==> config.mk <==
export PLATFORM = sky130hd
export DESIGN_NAME = tpc_top
export DESIGN_NICKNAME = d
export VERILOG_FILES = /design/src/logic/tpc_pkg.sv /design/src/logic/tpc_tmr_if.sv /design/src/logic/tpc_top.sv /design/src/logic/tpc_small_timer.sv
export SDC_FILE = /design/constraint.sdc
export NUM_CORES = 1
export LEC_CHECK = 0
export BUFFER_PORTS_ARGS = -buffer_cell sky130_fd_sc_hd__buf_2
export CAP_MARGIN = 0
export CORE_MARGIN = 10
export CORE_UTILIZATION = 45
export DETAILED_ROUTE_END_ITERATION = 10
export PLACE_DENSITY = 0.7
export SYNTH_ARGS = -nofsm -noshare
export SYNTH_HDL_FRONTEND = slang
export SYNTH_SLANG_ARGS = --single-unit
export TNS_END_PERCENT = 30
==> constraint.sdc <==
create_clock -name CLK -period 4.7 [get_ports CLK]
set_input_delay 0.47 -clock CLK [delete_from_list [all_inputs] [get_ports CLK]]
set_output_delay 0.47 -clock CLK [all_outputs]
set_load 0.01 [all_outputs]
==> src/logic/tpc_pkg.sv <==
// Functional notes
// - Main counter is 16 bits, prescaled, counts up to a 16-bit period.
// - Main timer has five channels, each with its own 16-bit compare value.
// - Each main channel either drives PWM or captures the counter on an input edge.
// - In IR mode the main counter advances once per first small timer period.
// - In IR mode the IR output is main channel 0 AND first small timer output.
// - Two small timers: 8-bit counter, programmable prescaler, 8-bit period.
// - Each small timer has one 8-bit compare channel driving a PWM output.
// - Timer events raise one-cycle DMA trigger pulses, except a zero period at the undivided clock.
package tpc_pkg;
   localparam int unsigned TPC_CH_NUM = 5;
   localparam int unsigned TPC_MAIN_W = 16;
   localparam int unsigned TPC_SMALL_W = 8;
   localparam int unsigned TPC_SMALL_NUM = 2;
   localparam int unsigned TPC_PS_SEL_W = 3;
   localparam int unsigned TPC_PS_CNT_W = 8;
   localparam logic [7:0] TPC_PS_ZERO = 8'h00;
   localparam logic [15:0] TPC_MAIN_RST = 16'h0000;
   localparam int unsigned TPC_IR_CH = 0;
   localparam int unsigned TPC_IR_SMALL = 0;
endpackage : tpc_pkg

==> src/logic/tpc_tmr_if.sv <==
`timescale 1ns/10ps
// Signals that one timer hands to the logic around it.
interface tpc_tmr_if #(parameter int unsigned W = 8);
   logic period_evt;
   logic pwm;
   logic [W-1:0] cnt;
   modport src (output period_evt, output pwm, output cnt);
   modport dst (input period_evt, input pwm, input cnt);
endinterface : tpc_tmr_if

==> src/logic/tpc_top.sv <==
`timescale 1ns/10ps
// Timer subsystem: 16-bit five-channel timer plus two 8-bit timers and IR gating.
module tpc_top
   import tpc_pkg::*;
(
   // Clock and reset.
   input wire logic CLK,
   input wire logic SYS_RST,
   // Main timer configuration.
   input wire logic MAIN_EN,
   input wire logic [TPC_PS_SEL_W-1:0] MAIN_PS_SEL,
   input wire logic [TPC_MAIN_W-1:0] MAIN_PERIOD,
   input wire logic [TPC_CH_NUM-1:0][TPC_MAIN_W-1:0] CH_CMP,
   input wire logic [TPC_CH_NUM-1:0] CH_CAPT_MODE,
   input wire logic IR_MODE,
   // Small timer configuration.
   input wire logic [TPC_SMALL_NUM-1:0] S_EN,
   input wire logic [TPC_SMALL_NUM-1:0][TPC_PS_SEL_W-1:0] S_PS_SEL,
   input wire logic [TPC_SMALL_NUM-1:0][TPC_SMALL_W-1:0] S_PERIOD,
   input wire logic [TPC_SMALL_NUM-1:0][TPC_SMALL_W-1:0] S_CMP,
   // Pins.
   input wire logic [TPC_CH_NUM-1:0] CAP_PIN,
   output logic [TPC_CH_NUM-1:0] CH_PWM,
   output logic IR_OUT,
   output logic [TPC_SMALL_NUM-1:0] S_PWM,
   // Results and DMA triggers.
   output logic [TPC_MAIN_W-1:0] MAIN_CNT,
   output logic [TPC_CH_NUM-1:0][TPC_MAIN_W-1:0] CAP_VAL,
   output logic MAIN_DMA_TRIG,
   output logic [TPC_CH_NUM-1:0] CH_DMA_TRIG,
   output logic [TPC_SMALL_NUM-1:0] S_DMA_TRIG
);
   logic [TPC_PS_CNT_W-1:0] prediv_reg;
   logic [TPC_PS_CNT_W-1:0] ps_limit;
   logic ps_tick;
   logic main_tick;
   logic [TPC_MAIN_W-1:0] cnt_reg;
   logic [TPC_MAIN_W-1:0] cnt_next;
   logic [TPC_CH_NUM-1:0] pwm_reg;
   logic [TPC_CH_NUM-1:0] cap_meta_reg;
   logic [TPC_CH_NUM-1:0] cap_sync_reg;
   logic [TPC_CH_NUM-1:0] cap_prev_reg;
   logic [TPC_CH_NUM-1:0] cap_edge;
   logic [TPC_CH_NUM-1:0][TPC_MAIN_W-1:0] cap_reg;
   logic [TPC_CH_NUM-1:0] ch_trig_reg;
   logic main_trig_reg;
   logic ir_reg;
   logic [TPC_SMALL_NUM-1:0] s_evt;
   logic [TPC_SMALL_NUM-1:0] s_pwm;

   // Two small timers, each through its own interface.
   genvar gi;
   generate
      for (gi = 0; gi < TPC_SMALL_NUM; gi++) begin : g_small
         tpc_tmr_if #(.W(TPC_SMALL_W)) tif ();
         tpc_small_timer #(.W(TPC_SMALL_W)) u_tmr (
            .clk(CLK),
            .rst(SYS_RST),
            .en(S_EN[gi]),
            .ps_sel(S_PS_SEL[gi]),
            .period(S_PERIOD[gi]),
            .cmp(S_CMP[gi]),
            .tif(tif.src)
         );
         assign s_evt[gi] = tif.period_evt;
         assign s_pwm[gi] = tif.pwm;
         // A period event always comes with a count that has just wrapped to zero.
         small_evt_a: assert property (@(posedge CLK) disable iff (SYS_RST)
            tif.period_evt |-> tif.cnt == '0)
            else $error("small timer event without a wrap");
      end
   endgenerate

   // Main prescaler; in IR mode the carrier timer's period event is the tick instead.
   assign ps_limit = TPC_PS_CNT_W'((1 << MAIN_PS_SEL) - 1);
   assign ps_tick = MAIN_EN && (prediv_reg == ps_limit);
   assign main_tick = IR_MODE ? (MAIN_EN && s_evt[TPC_IR_SMALL]) : ps_tick;
   assign cnt_next = (cnt_reg == MAIN_PERIOD) ? TPC_MAIN_RST : TPC_MAIN_W'(cnt_reg + 1'b1);

   // Prescaler restarts while the timer is stopped, so the first tick comes a full division after enable.
   // It keeps running in IR mode, where its tick is simply ignored.
   always_ff @(posedge CLK) begin
      if (SYS_RST || !MAIN_EN || ps_tick) begin
         prediv_reg <= TPC_PS_ZERO;
      end else begin
         prediv_reg <= prediv_reg + 1'b1;
      end
   end

   // Main 16-bit counter.
   always_ff @(posedge CLK) begin
      if (SYS_RST) begin
         cnt_reg <= TPC_MAIN_RST;
      end else if (main_tick) begin
         cnt_reg <= cnt_next;
      end
   end

   // Channel PWM; a channel in capture mode keeps its output low.
   always_ff @(posedge CLK) begin
      if (SYS_RST) begin
         pwm_reg <= '0;
      end else begin
         for (int i = 0; i < TPC_CH_NUM; i++) begin
            if (CH_CAPT_MODE[i]) begin
               pwm_reg[i] <= 1'b0;
            end else if (main_tick) begin
               pwm_reg[i] <= (cnt_next < CH_CMP[i]);
            end
         end
      end
   end

   // Capture pins are asynchronous, so two flops precede the edge detector.
   // A pulse shorter than one clock period may be missed entirely.
   always_ff @(posedge CLK) begin
      if (SYS_RST) begin
         cap_meta_reg <= '0;
         cap_sync_reg <= '0;
         cap_prev_reg <= '0;
      end else begin
         cap_meta_reg <= CAP_PIN;
         cap_sync_reg <= cap_meta_reg;
         cap_prev_reg <= cap_sync_reg;
      end
   end

   // Rising edges only; the two-flop delay means the stamp lags the pin by up to three cycles.
   assign cap_edge = cap_sync_reg & ~cap_prev_reg & CH_CAPT_MODE;

   // Each capture register keeps its stamp until the next accepted edge.
   always_ff @(posedge CLK) begin
      if (SYS_RST) begin
         cap_reg <= '0;
      end else begin
         for (int i = 0; i < TPC_CH_NUM; i++) begin
            if (cap_edge[i]) begin
               cap_reg[i] <= cnt_reg;
            end
         end
      end
   end

   // DMA triggers: capture on capture channels, compare match on PWM channels.
   // A compare value above the period never matches, so that channel never triggers.
   always_ff @(posedge CLK) begin
      if (SYS_RST) begin
         ch_trig_reg <= '0;
         main_trig_reg <= 1'b0;
      end else begin
         for (int i = 0; i < TPC_CH_NUM; i++) begin
            ch_trig_reg[i] <= CH_CAPT_MODE[i] ? cap_edge[i] : (main_tick && cnt_next == CH_CMP[i]);
         end
         main_trig_reg <= main_tick && (cnt_reg == MAIN_PERIOD);
      end
   end

   // IR output gates the carrier with the envelope from channel 0.
   // Only channel 0 and the first small timer take part; the other channels keep plain PWM.
   always_ff @(posedge CLK) begin
      if (SYS_RST) begin
         ir_reg <= 1'b0;
      end else begin
         ir_reg <= IR_MODE && pwm_reg[TPC_IR_CH] && s_pwm[TPC_IR_SMALL];
      end
   end

   // Every output is taken straight from a register.
   assign CH_PWM = pwm_reg;
   assign IR_OUT = ir_reg;
   assign S_PWM = s_pwm;
   assign MAIN_CNT = cnt_reg;
   assign CAP_VAL = cap_reg;
   assign MAIN_DMA_TRIG = main_trig_reg;
   assign CH_DMA_TRIG = ch_trig_reg;
   assign S_DMA_TRIG = s_evt;

   // Main counter wraps to zero after a period match.
   main_wrap_a: assert property (@(posedge CLK) disable iff (SYS_RST)
      main_tick && cnt_reg == MAIN_PERIOD |=> cnt_reg == TPC_MAIN_RST && MAIN_DMA_TRIG)
      else $error("main counter did not wrap at period");
   // Main counter increments by one below the period.
   main_count_a: assert property (@(posedge CLK) disable iff (SYS_RST)
      main_tick && cnt_reg != MAIN_PERIOD |=> cnt_reg == TPC_MAIN_W'($past(cnt_reg) + 1'b1))
      else $error("main counter did not increment");
   // In IR mode the counter only moves on a carrier period event.
   ir_tick_a: assert property (@(posedge CLK) disable iff (SYS_RST)
      IR_MODE && !s_evt[TPC_IR_SMALL] |=> $stable(cnt_reg))
      else $error("main counter moved without carrier period in IR mode");
   // IR output is the AND of envelope and carrier one cycle later.
   ir_gate_a: assert property (@(posedge CLK) disable iff (SYS_RST)
      1'b1 |=> IR_OUT == ($past(IR_MODE) && $past(pwm_reg[TPC_IR_CH]) && $past(s_pwm[TPC_IR_SMALL])))
      else $error("IR output not carrier-gated");
   // A synchronised rising edge stamps the counter and raises the DMA trigger together.
   cap_stamp_a: assert property (@(posedge CLK) disable iff (SYS_RST)
      cap_edge[0] |=> CAP_VAL[0] == $past(cnt_reg) && CH_DMA_TRIG[0])
      else $error("capture did not stamp counter");
   // A capture channel never drives PWM.
   cap_quiet_a: assert property (@(posedge CLK) disable iff (SYS_RST)
      CH_CAPT_MODE[1] ##1 CH_CAPT_MODE[1] |-> !CH_PWM[1])
      else $error("capture channel drove PWM");
   // Channel PWM follows its compare value on each tick.
   ch_pwm_a: assert property (@(posedge CLK) disable iff (SYS_RST)
      main_tick && !CH_CAPT_MODE[2] |=> CH_PWM[2] == (cnt_reg < $past(CH_CMP[2])))
      else $error("channel PWM level wrong");
   // Period DMA trigger is a single-cycle pulse, except at period zero with the raw clock.
   trig_pulse_a: assert property (@(posedge CLK) disable iff (SYS_RST)
      MAIN_DMA_TRIG && MAIN_PERIOD != TPC_MAIN_RST |=> !MAIN_DMA_TRIG)
      else $error("period trigger longer than one cycle");
   // A pin edge on a PWM channel leaves its capture value alone.
   cap_ignore_a: assert property (@(posedge CLK) disable iff (SYS_RST)
      !CH_CAPT_MODE[3] |=> $stable(CAP_VAL[3]))
      else $error("PWM channel took a capture");
   // With IR mode off the modulated output stays low.
   ir_off_a: assert property (@(posedge CLK) disable iff (SYS_RST)
      !IR_MODE |=> !IR_OUT)
      else $error("IR output active outside IR mode");

   // Cover points for the main scenarios.
   main_wrap_c: cover property (@(posedge CLK) disable iff (SYS_RST) MAIN_DMA_TRIG);
   ir_burst_c: cover property (@(posedge CLK) disable iff (SYS_RST) IR_MODE && IR_OUT ##1 !IR_OUT);
   capture_c: cover property (@(posedge CLK) disable iff (SYS_RST) cap_edge[0]);
   small_pwm_c: cover property (@(posedge CLK) disable iff (SYS_RST) S_PWM[1] ##1 !S_PWM[1]);
endmodule : tpc_top

==> src/logic/tpc_small_timer.sv <==
`timescale 1ns/10ps
// Prescaled up-counter with one compare channel driving PWM.
module tpc_small_timer
   import tpc_pkg::*;
#(
   parameter int unsigned W = TPC_SMALL_W
) (
   // Clock and reset.
   input wire logic clk,
   input wire logic rst,
   // Configuration.
   input wire logic en,
   input wire logic [TPC_PS_SEL_W-1:0] ps_sel,
   input wire logic [W-1:0] period,
   input wire logic [W-1:0] cmp,
   // Results.
   tpc_tmr_if.src tif
);
   logic [TPC_PS_CNT_W-1:0] prediv_reg;
   logic [TPC_PS_CNT_W-1:0] ps_limit;
   logic tick;
   logic [W-1:0] cnt_reg;
   logic [W-1:0] cnt_next;
   logic pwm_reg;
   logic evt_reg;

   // Divide by a power of two; zero selects the raw clock.
   assign ps_limit = TPC_PS_CNT_W'((1 << ps_sel) - 1);
   assign tick = en && (prediv_reg == ps_limit);
   assign cnt_next = (cnt_reg == period) ? '0 : W'(cnt_reg + 1'b1);

   // Prescaler restarts whenever the timer is stopped, so a start is aligned.
   always_ff @(posedge clk) begin
      if (rst || !en || tick) begin
         prediv_reg <= TPC_PS_ZERO;
      end else begin
         prediv_reg <= prediv_reg + 1'b1;
      end
   end

   // Counter.
   always_ff @(posedge clk) begin
      if (rst) begin
         cnt_reg <= '0;
      end else if (tick) begin
         cnt_reg <= cnt_next;
      end
   end

   // PWM is high while the count is below compare; a zero compare holds it low.
   always_ff @(posedge clk) begin
      if (rst) begin
         pwm_reg <= 1'b0;
      end else if (tick) begin
         pwm_reg <= (cnt_next < cmp);
      end
   end

   // Period event pulses in the same cycle that the count wraps to zero.
   always_ff @(posedge clk) begin
      if (rst) begin
         evt_reg <= 1'b0;
      end else begin
         evt_reg <= tick && (cnt_reg == period);
      end
   end

   assign tif.period_evt = evt_reg;
   assign tif.pwm = pwm_reg;
   assign tif.cnt = cnt_reg;

   // Wrap to zero after a period match.
   small_wrap_a: assert property (@(posedge clk) disable iff (rst)
      tick && cnt_reg == period |=> cnt_reg == '0 && evt_reg)
      else $error("small timer did not wrap at period");
   // Plain increment below period.
   small_count_a: assert property (@(posedge clk) disable iff (rst)
      tick && cnt_reg != period |=> cnt_reg == W'($past(cnt_reg) + 1'b1))
      else $error("small timer did not increment");
   // Counter holds between ticks.
   small_hold_a: assert property (@(posedge clk) disable iff (rst)
      !tick |=> $stable(cnt_reg) && $stable(pwm_reg))
      else $error("small timer moved without a tick");
   // PWM follows the compare relation of the new count.
   small_pwm_a: assert property (@(posedge clk) disable iff (rst)
      tick |=> pwm_reg == (cnt_reg < $past(cmp)))
      else $error("small PWM level wrong");
   small_wrap_c: cover property (@(posedge clk) disable iff (rst) evt_reg ##1 !evt_reg);
endmodule : tpc_small_timer

## Word level (Yosys, flattened, before mapping)

Index checks and enable logic that the tools add are counted.

- Flip-flop bits (word level): 167
- Input bits: 153

- Add/subtract/negate cells: 9
- Order comparisons: 7
- Bitwise logic cells: 3
- Shift-type cells: 3
- Reduce and logical (&&, ||, !) cells: 28
- Muxes and demuxes: 9
- Eq/ne operators: 11

Operators with widths:

| kind | number |
|---|---|
| $eq 16x16->1 | 6 |
| $lt 16x16->1 | 5 |
| $add 8x1->8 const B | 5 |
| $eq 8x8->1 | 5 |
| $shl 1x3->8 const A | 3 |
| $sub 8x2->8 const B | 3 |
| $add 16x1->16 const B | 1 |
| $lt 8x8->1 | 2 |
| $mux 16 | 1 |
| $mux 8 | 2 |
| $logic_and 1x1->1 | 14 |
| $and 5x5->5 | 2 |
| $reduce_or 2->1 | 5 |
| $logic_or 1x1->1 | 6 |
| $mux 1 | 6 |
| $not 5->5 | 1 |
| $logic_not 1->1 | 3 |

## Depth between registers and ports, before layout

- Depth in word-level cells: 7
- Gate-level depth with buffers: 15
- Gate-level depth less buffers: 13

## By module

From an unflattened synthesis, not the netlist that was laid out.

- Cells, all modules: 1284
- Area, all modules: 10008.3 µm²

By module, submodules not included:

| module | cells an instance | sequential area each (µm²) | area an instance (µm²) | instances |
|---|---|---|---|---|
| tpc_top | 967 | 2622.5 | 7477.2 | 1 |
| tpc_small_timer at g_small[0].u_tmr | 159 | 360.3 | 1267.5 | 1 |
| tpc_small_timer at g_small[1].u_tmr | 158 | 360.3 | 1263.7 | 1 |

## Worst setup path after synthesis

Ideal clock, no wire load.

- Path type: flip-flop to flip-flop
- Start: register cnt_reg[3] (netlist: MAIN_CNT[3])
- End: register pwm_reg[4] (netlist: CH_PWM[4])
- Slack: 1.252 ns
- Buffers on the path: 4
- Setup time: 0.086 ns
- Cell stages (with the launch flop): 15
- Data required time: 4.614 ns
- Arrival time: 3.362 ns
- Path through: dfxtp_1 -> clkbuf_1 -> xnor2_1 -> nand4_1 -> nor4_1 -> clkbuf_1 -> buf_2 -> buf_2 -> nor2_1 -> ha_1 -> a2111oi_0 -> nand3_1 -> o211ai_1 -> o2111ai_1 -> a211oi_1

- Cells in the longest elaborated chain, start to end: 3
- Elaborated cells between the ends (all ways): 4

RTL lines:

| what | RTL line | text |
|---|---|---|
| start: declaration | tpc_top.sv:37 | `logic [TPC_MAIN_W-1:0] cnt_reg;` |
| start signal: assignment | tpc_top.sv:95 | `cnt_reg <= cnt_next;` |
| $add 16x1->16 / $eq 16x16->1 (equally long branches) | tpc_top.sv:78 | `assign cnt_next = (cnt_reg == MAIN_PERIOD) ? TPC_MAIN_RST : TPC_MAIN_W'(cnt_reg + 1'b1);` |
| $mux 16 (*) | tpc_top.sv:78 |  |
| via cnt_next[7] | tpc_top.sv:38 | `logic [TPC_MAIN_W-1:0] cnt_next;` |
| $lt 16x16->1 (*) | tpc_top.sv:108 | `pwm_reg[i] <= (cnt_next < CH_CMP[i]);` |
| end signal: indexed assignment | tpc_top.sv:108 |  |
| end: declaration | tpc_top.sv:39 | `logic [TPC_CH_NUM-1:0] pwm_reg;` |

The timed path passes the listed nets; every way through them passes the cells marked *.
A chain may end at the register's enable or synchronous reset.

## Worst setup path in the final report

- Start: register cnt_reg[0] (netlist: MAIN_CNT[0])
- End: register pwm_reg[0] (netlist: CH_PWM[0])

Same word-level chain as after synthesis.

==> results.ini <==
[timing]
setup_violations=0
max-slew-margin-rel_pct=26.55
rsz0062_at_grt=false
hold_violations=0
drv_slew=0
fin_worst_skew_ns=0.01995
finalCritPeriodShare_pct=73.60
finalSetupTns_ns=0
fmax_mhz=289.1
worst-slew-pin-transition_ns=1.102
finalCriticalPeriod_ns=3.459

[synth]
ys_warn_count=0
synthMostInstantiatedCell=nand2_1
yosys.area.top_type=dfxtp_1
syn-mean-instance-area_um2=7.994
ys_seq_area_share_pct=34.74
synth_top_area_share_pct=34.74
synth_enable_flop_cells=0
synth_commonest_cells=189 x nand2_1, 167 x dfxtp_1, 119 x a21oi_1
ys_ff_latch=167
synthDistinctLibCells=61
ys.flop_type=dfxtp_1
synthCells=1204
synth_fp_nets=1457
async_flop_share_pct=0
synth_area_leaders=dfxtp_1 35%, ha_1 13%, nand2_1 7.4%, a21oi_1 6.2%, xnor2_1 4.8%
synth_area_mm2=0.009624

[power_and_ir_drop]
vdd_drop_max_mv=0.2682
power_density_mw_per_mm2=268.5
power_w=0.003159
leakagePower_nw=5.658

[drt]
num_vias=9183
dr.pass1.iters=5
postRouteAntennaNets=0
wire_per_inst_um=18.08
vias_per_cell=5.323
drc=0
drtIter0Drc=569
drt-total-wl_mm=31.18

[cells_and_area]
largest_register_ffs=80
diodes=0
nFillCells=1958
multiInputGateArea_mm2=0.005632
fin_nets=1690
area_delta_synth_final_pct=22.23
seqCellArea_mm2=0.003343
drive_gt1_share_pct=22.00

[global_routing]
grt_first_pass_wirelength_mm=48.63
gr-total-overflow=0
grt_max_degree=106
grt_pass1_vias=8991
grt_use_total_pct=21.52
antenna_found_initial=0

[place]
routabilityCongestion=0.8956
dpl.hpwl_mm=23.83
port_buffers=264

[flow_run]
cap_violations=0

[worst_setup_path]
path_delay_family=simple AND/OR/NAND/NOR gates
cp.arrival_ns=3.81
cp_slowest_stage_delay_ns=0.60
path_common_cell=and2_1
cp.required_ns=5.05
worst-path-buf-inv=0
critical_path_class=flop to flop
path_cells=and2_1, and4_1, and2_1, nand3_1, xor2_1, nor2_1, ha_1, a211oi_1, o21ai_0, o211ai_1, a21oi_1, a211o_1, a211oi_2
worstPathMaxFanout=12
cp-start-kind=flop
slowest_stage=dfxtp_1
worstSetupEndpointType=flop

[clocking]
cts_num_sinks=167
cts.path.max_buffers=2
cts_hold_buf=0
htreeDepth=4
cts_tree=yes
clk_pin_slew_ns=0.07
clk_latency_ns=0.44
clock-root-buffer=clkbuf_16
cts-resized-gates=0
cts_buffers=17
cts_setup_buffers=0

[die]
core-area_mm2=0.02102
die_area_mm2=0.02764
placementRows=53
initial_core_util_pct=45.78
chipWidth_um=166.2
ioPinCount=265
die_h_um=166.2

[min_path]
hp-class=input port to flop

[run_status]
outcome=finished, final reports clean

==> cell usage in the layout, fill, tap and decap left out, drive strengths merged, types with 7 or more instances in the layout <==
cell type | synthesis | routed
nor2 | 82 | 82
buf | 21 | 276
and4 | 8 | 8
ha | 100 | 100
xor2 | 24 | 24
a32o | 7 | 7
mux2i | 7 | 7
a22o | 7 | 7
a21oi | 119 | 119
clkbuf | 41 | 17
and3 | 19 | 19
nand2b | 9 | 9
a211oi | 9 | 9
a211o | 7 | 7
a21o | 12 | 12
nand4 | 25 | 25
o21ai | 40 | 40
dfxtp | 167 | 167
clkinv | 1 | 8
xnor2 | 53 | 53
o211ai | 8 | 8
nand2 | 190 | 190
nand3 | 32 | 32
nor3 | 14 | 14
nor2b | 26 | 26
inv | 104 | 112
==> routing by layer <==
| layer | routed length, um | up-vias | global-route usage [%] | share of wire [%] |
|---|---|---|---|---|
| met5 | 0 | - | 0 | 0 |
| met1 | 13180 | 4233 | 25.98 | 42 |
| met3 | 1868 | 48 | 4.709 | 6.0 |
| met4 | 949 | 0 | 7.522 | 3.0 |
| met2 | 15190 | 319 | 36.87 | 49 |
| li1 | - | 4583 | - | - |
==> metrics by stage <==
| step | cells | util [%] | hold WS (ns) | setup slack, ns | cell area (um2) |
|---|---|---|---|---|---|
| 2_1_floorplan | 1204 | - | 0.4138 | 1.252 | 9624 |
| 3_3_place_gp | 1693 | 52.93 | 0.4182 | 1.393 | 11130 |
| 3_5_place_dp | 1693 | 52.93 | 0.4227 | 1.297 | 11130 |
| 4_1_cts | 1725 | 55.96 | 0.2528 | 1.289 | 11760 |
| 5_1_grt | 1725 | 55.96 | 0.2607 | 0.9257 | 11760 |
| 6_report | 1725 | 55.96 | 0.2739 | 1.241 | 11760 |
==> worst paths after layout <==
path	startpoint	end	slack, ns	cells past startpoint
hold reg to reg	cap_meta_reg[1]$_SDFF_PP0_	cap_sync_reg[1]$_SDFF_PP0_	0.44	1
hold / removal	CAP_PIN[2]	cap_meta_reg[2]$_SDFF_PP0_	0.27	2
setup reg to reg	MAIN_CNT[0]$_SDFFE_PP0P_	CH_PWM[0]$_SDFFE_PP0P_	1.24	13
setup / recovery	MAIN_CNT[0]$_SDFFE_PP0P_	CH_PWM[0]$_SDFFE_PP0P_	1.24	13
==> cell families (layout without fill, tap and decap cells) <==
group / after synthesis / count (layout) / share of synthesized area, %
AND/OR/NAND/NOR: 445 / 445 / 22.11
adder cells (fa/ha/maj): 100 / 100 / 13.00
flip-flops: 167 / 167 / 34.74
buffers and inverters: 167 / 413 / 6.812
multiplexers: 7 / 7 / 0.7281
XOR/XNOR: 77 / 77 / 7.007
AO/OA/AOI/OAI: 241 / 241 / 15.60
==> worst reg2reg max path: cells and delay by family, from the launching register on <==
family | cells | cell delay (ns)
compound gates | 6 | 1.01
xor+xnor | 1 | 0.21
fa+ha+maj | 1 | 0.34
flops | 1 | 0.60
simple gates | 5 | 1.23
==> layout make-up <==
class / instances / share of cell area (%)
Clock inverter: 15 / 1.797
Inverter: 105 / 3.350
Tap cell: 275 / 2.925
Sequential cell: 167 / 28.42
Clock buffer: 17 / 3.616
Timing Repair Buffer: 276 / 12.02
Multi-Input combinational cell: 870 / 47.87
==> where the power goes <==
group,total [W],internal (W),switching (W)
clock,0.00148,0.000743,0.000733
sequential,0.00143,0.00142,0.00000915
combinational,0.000250,0.000106,0.000144
(Power assumes the default switching activity.)
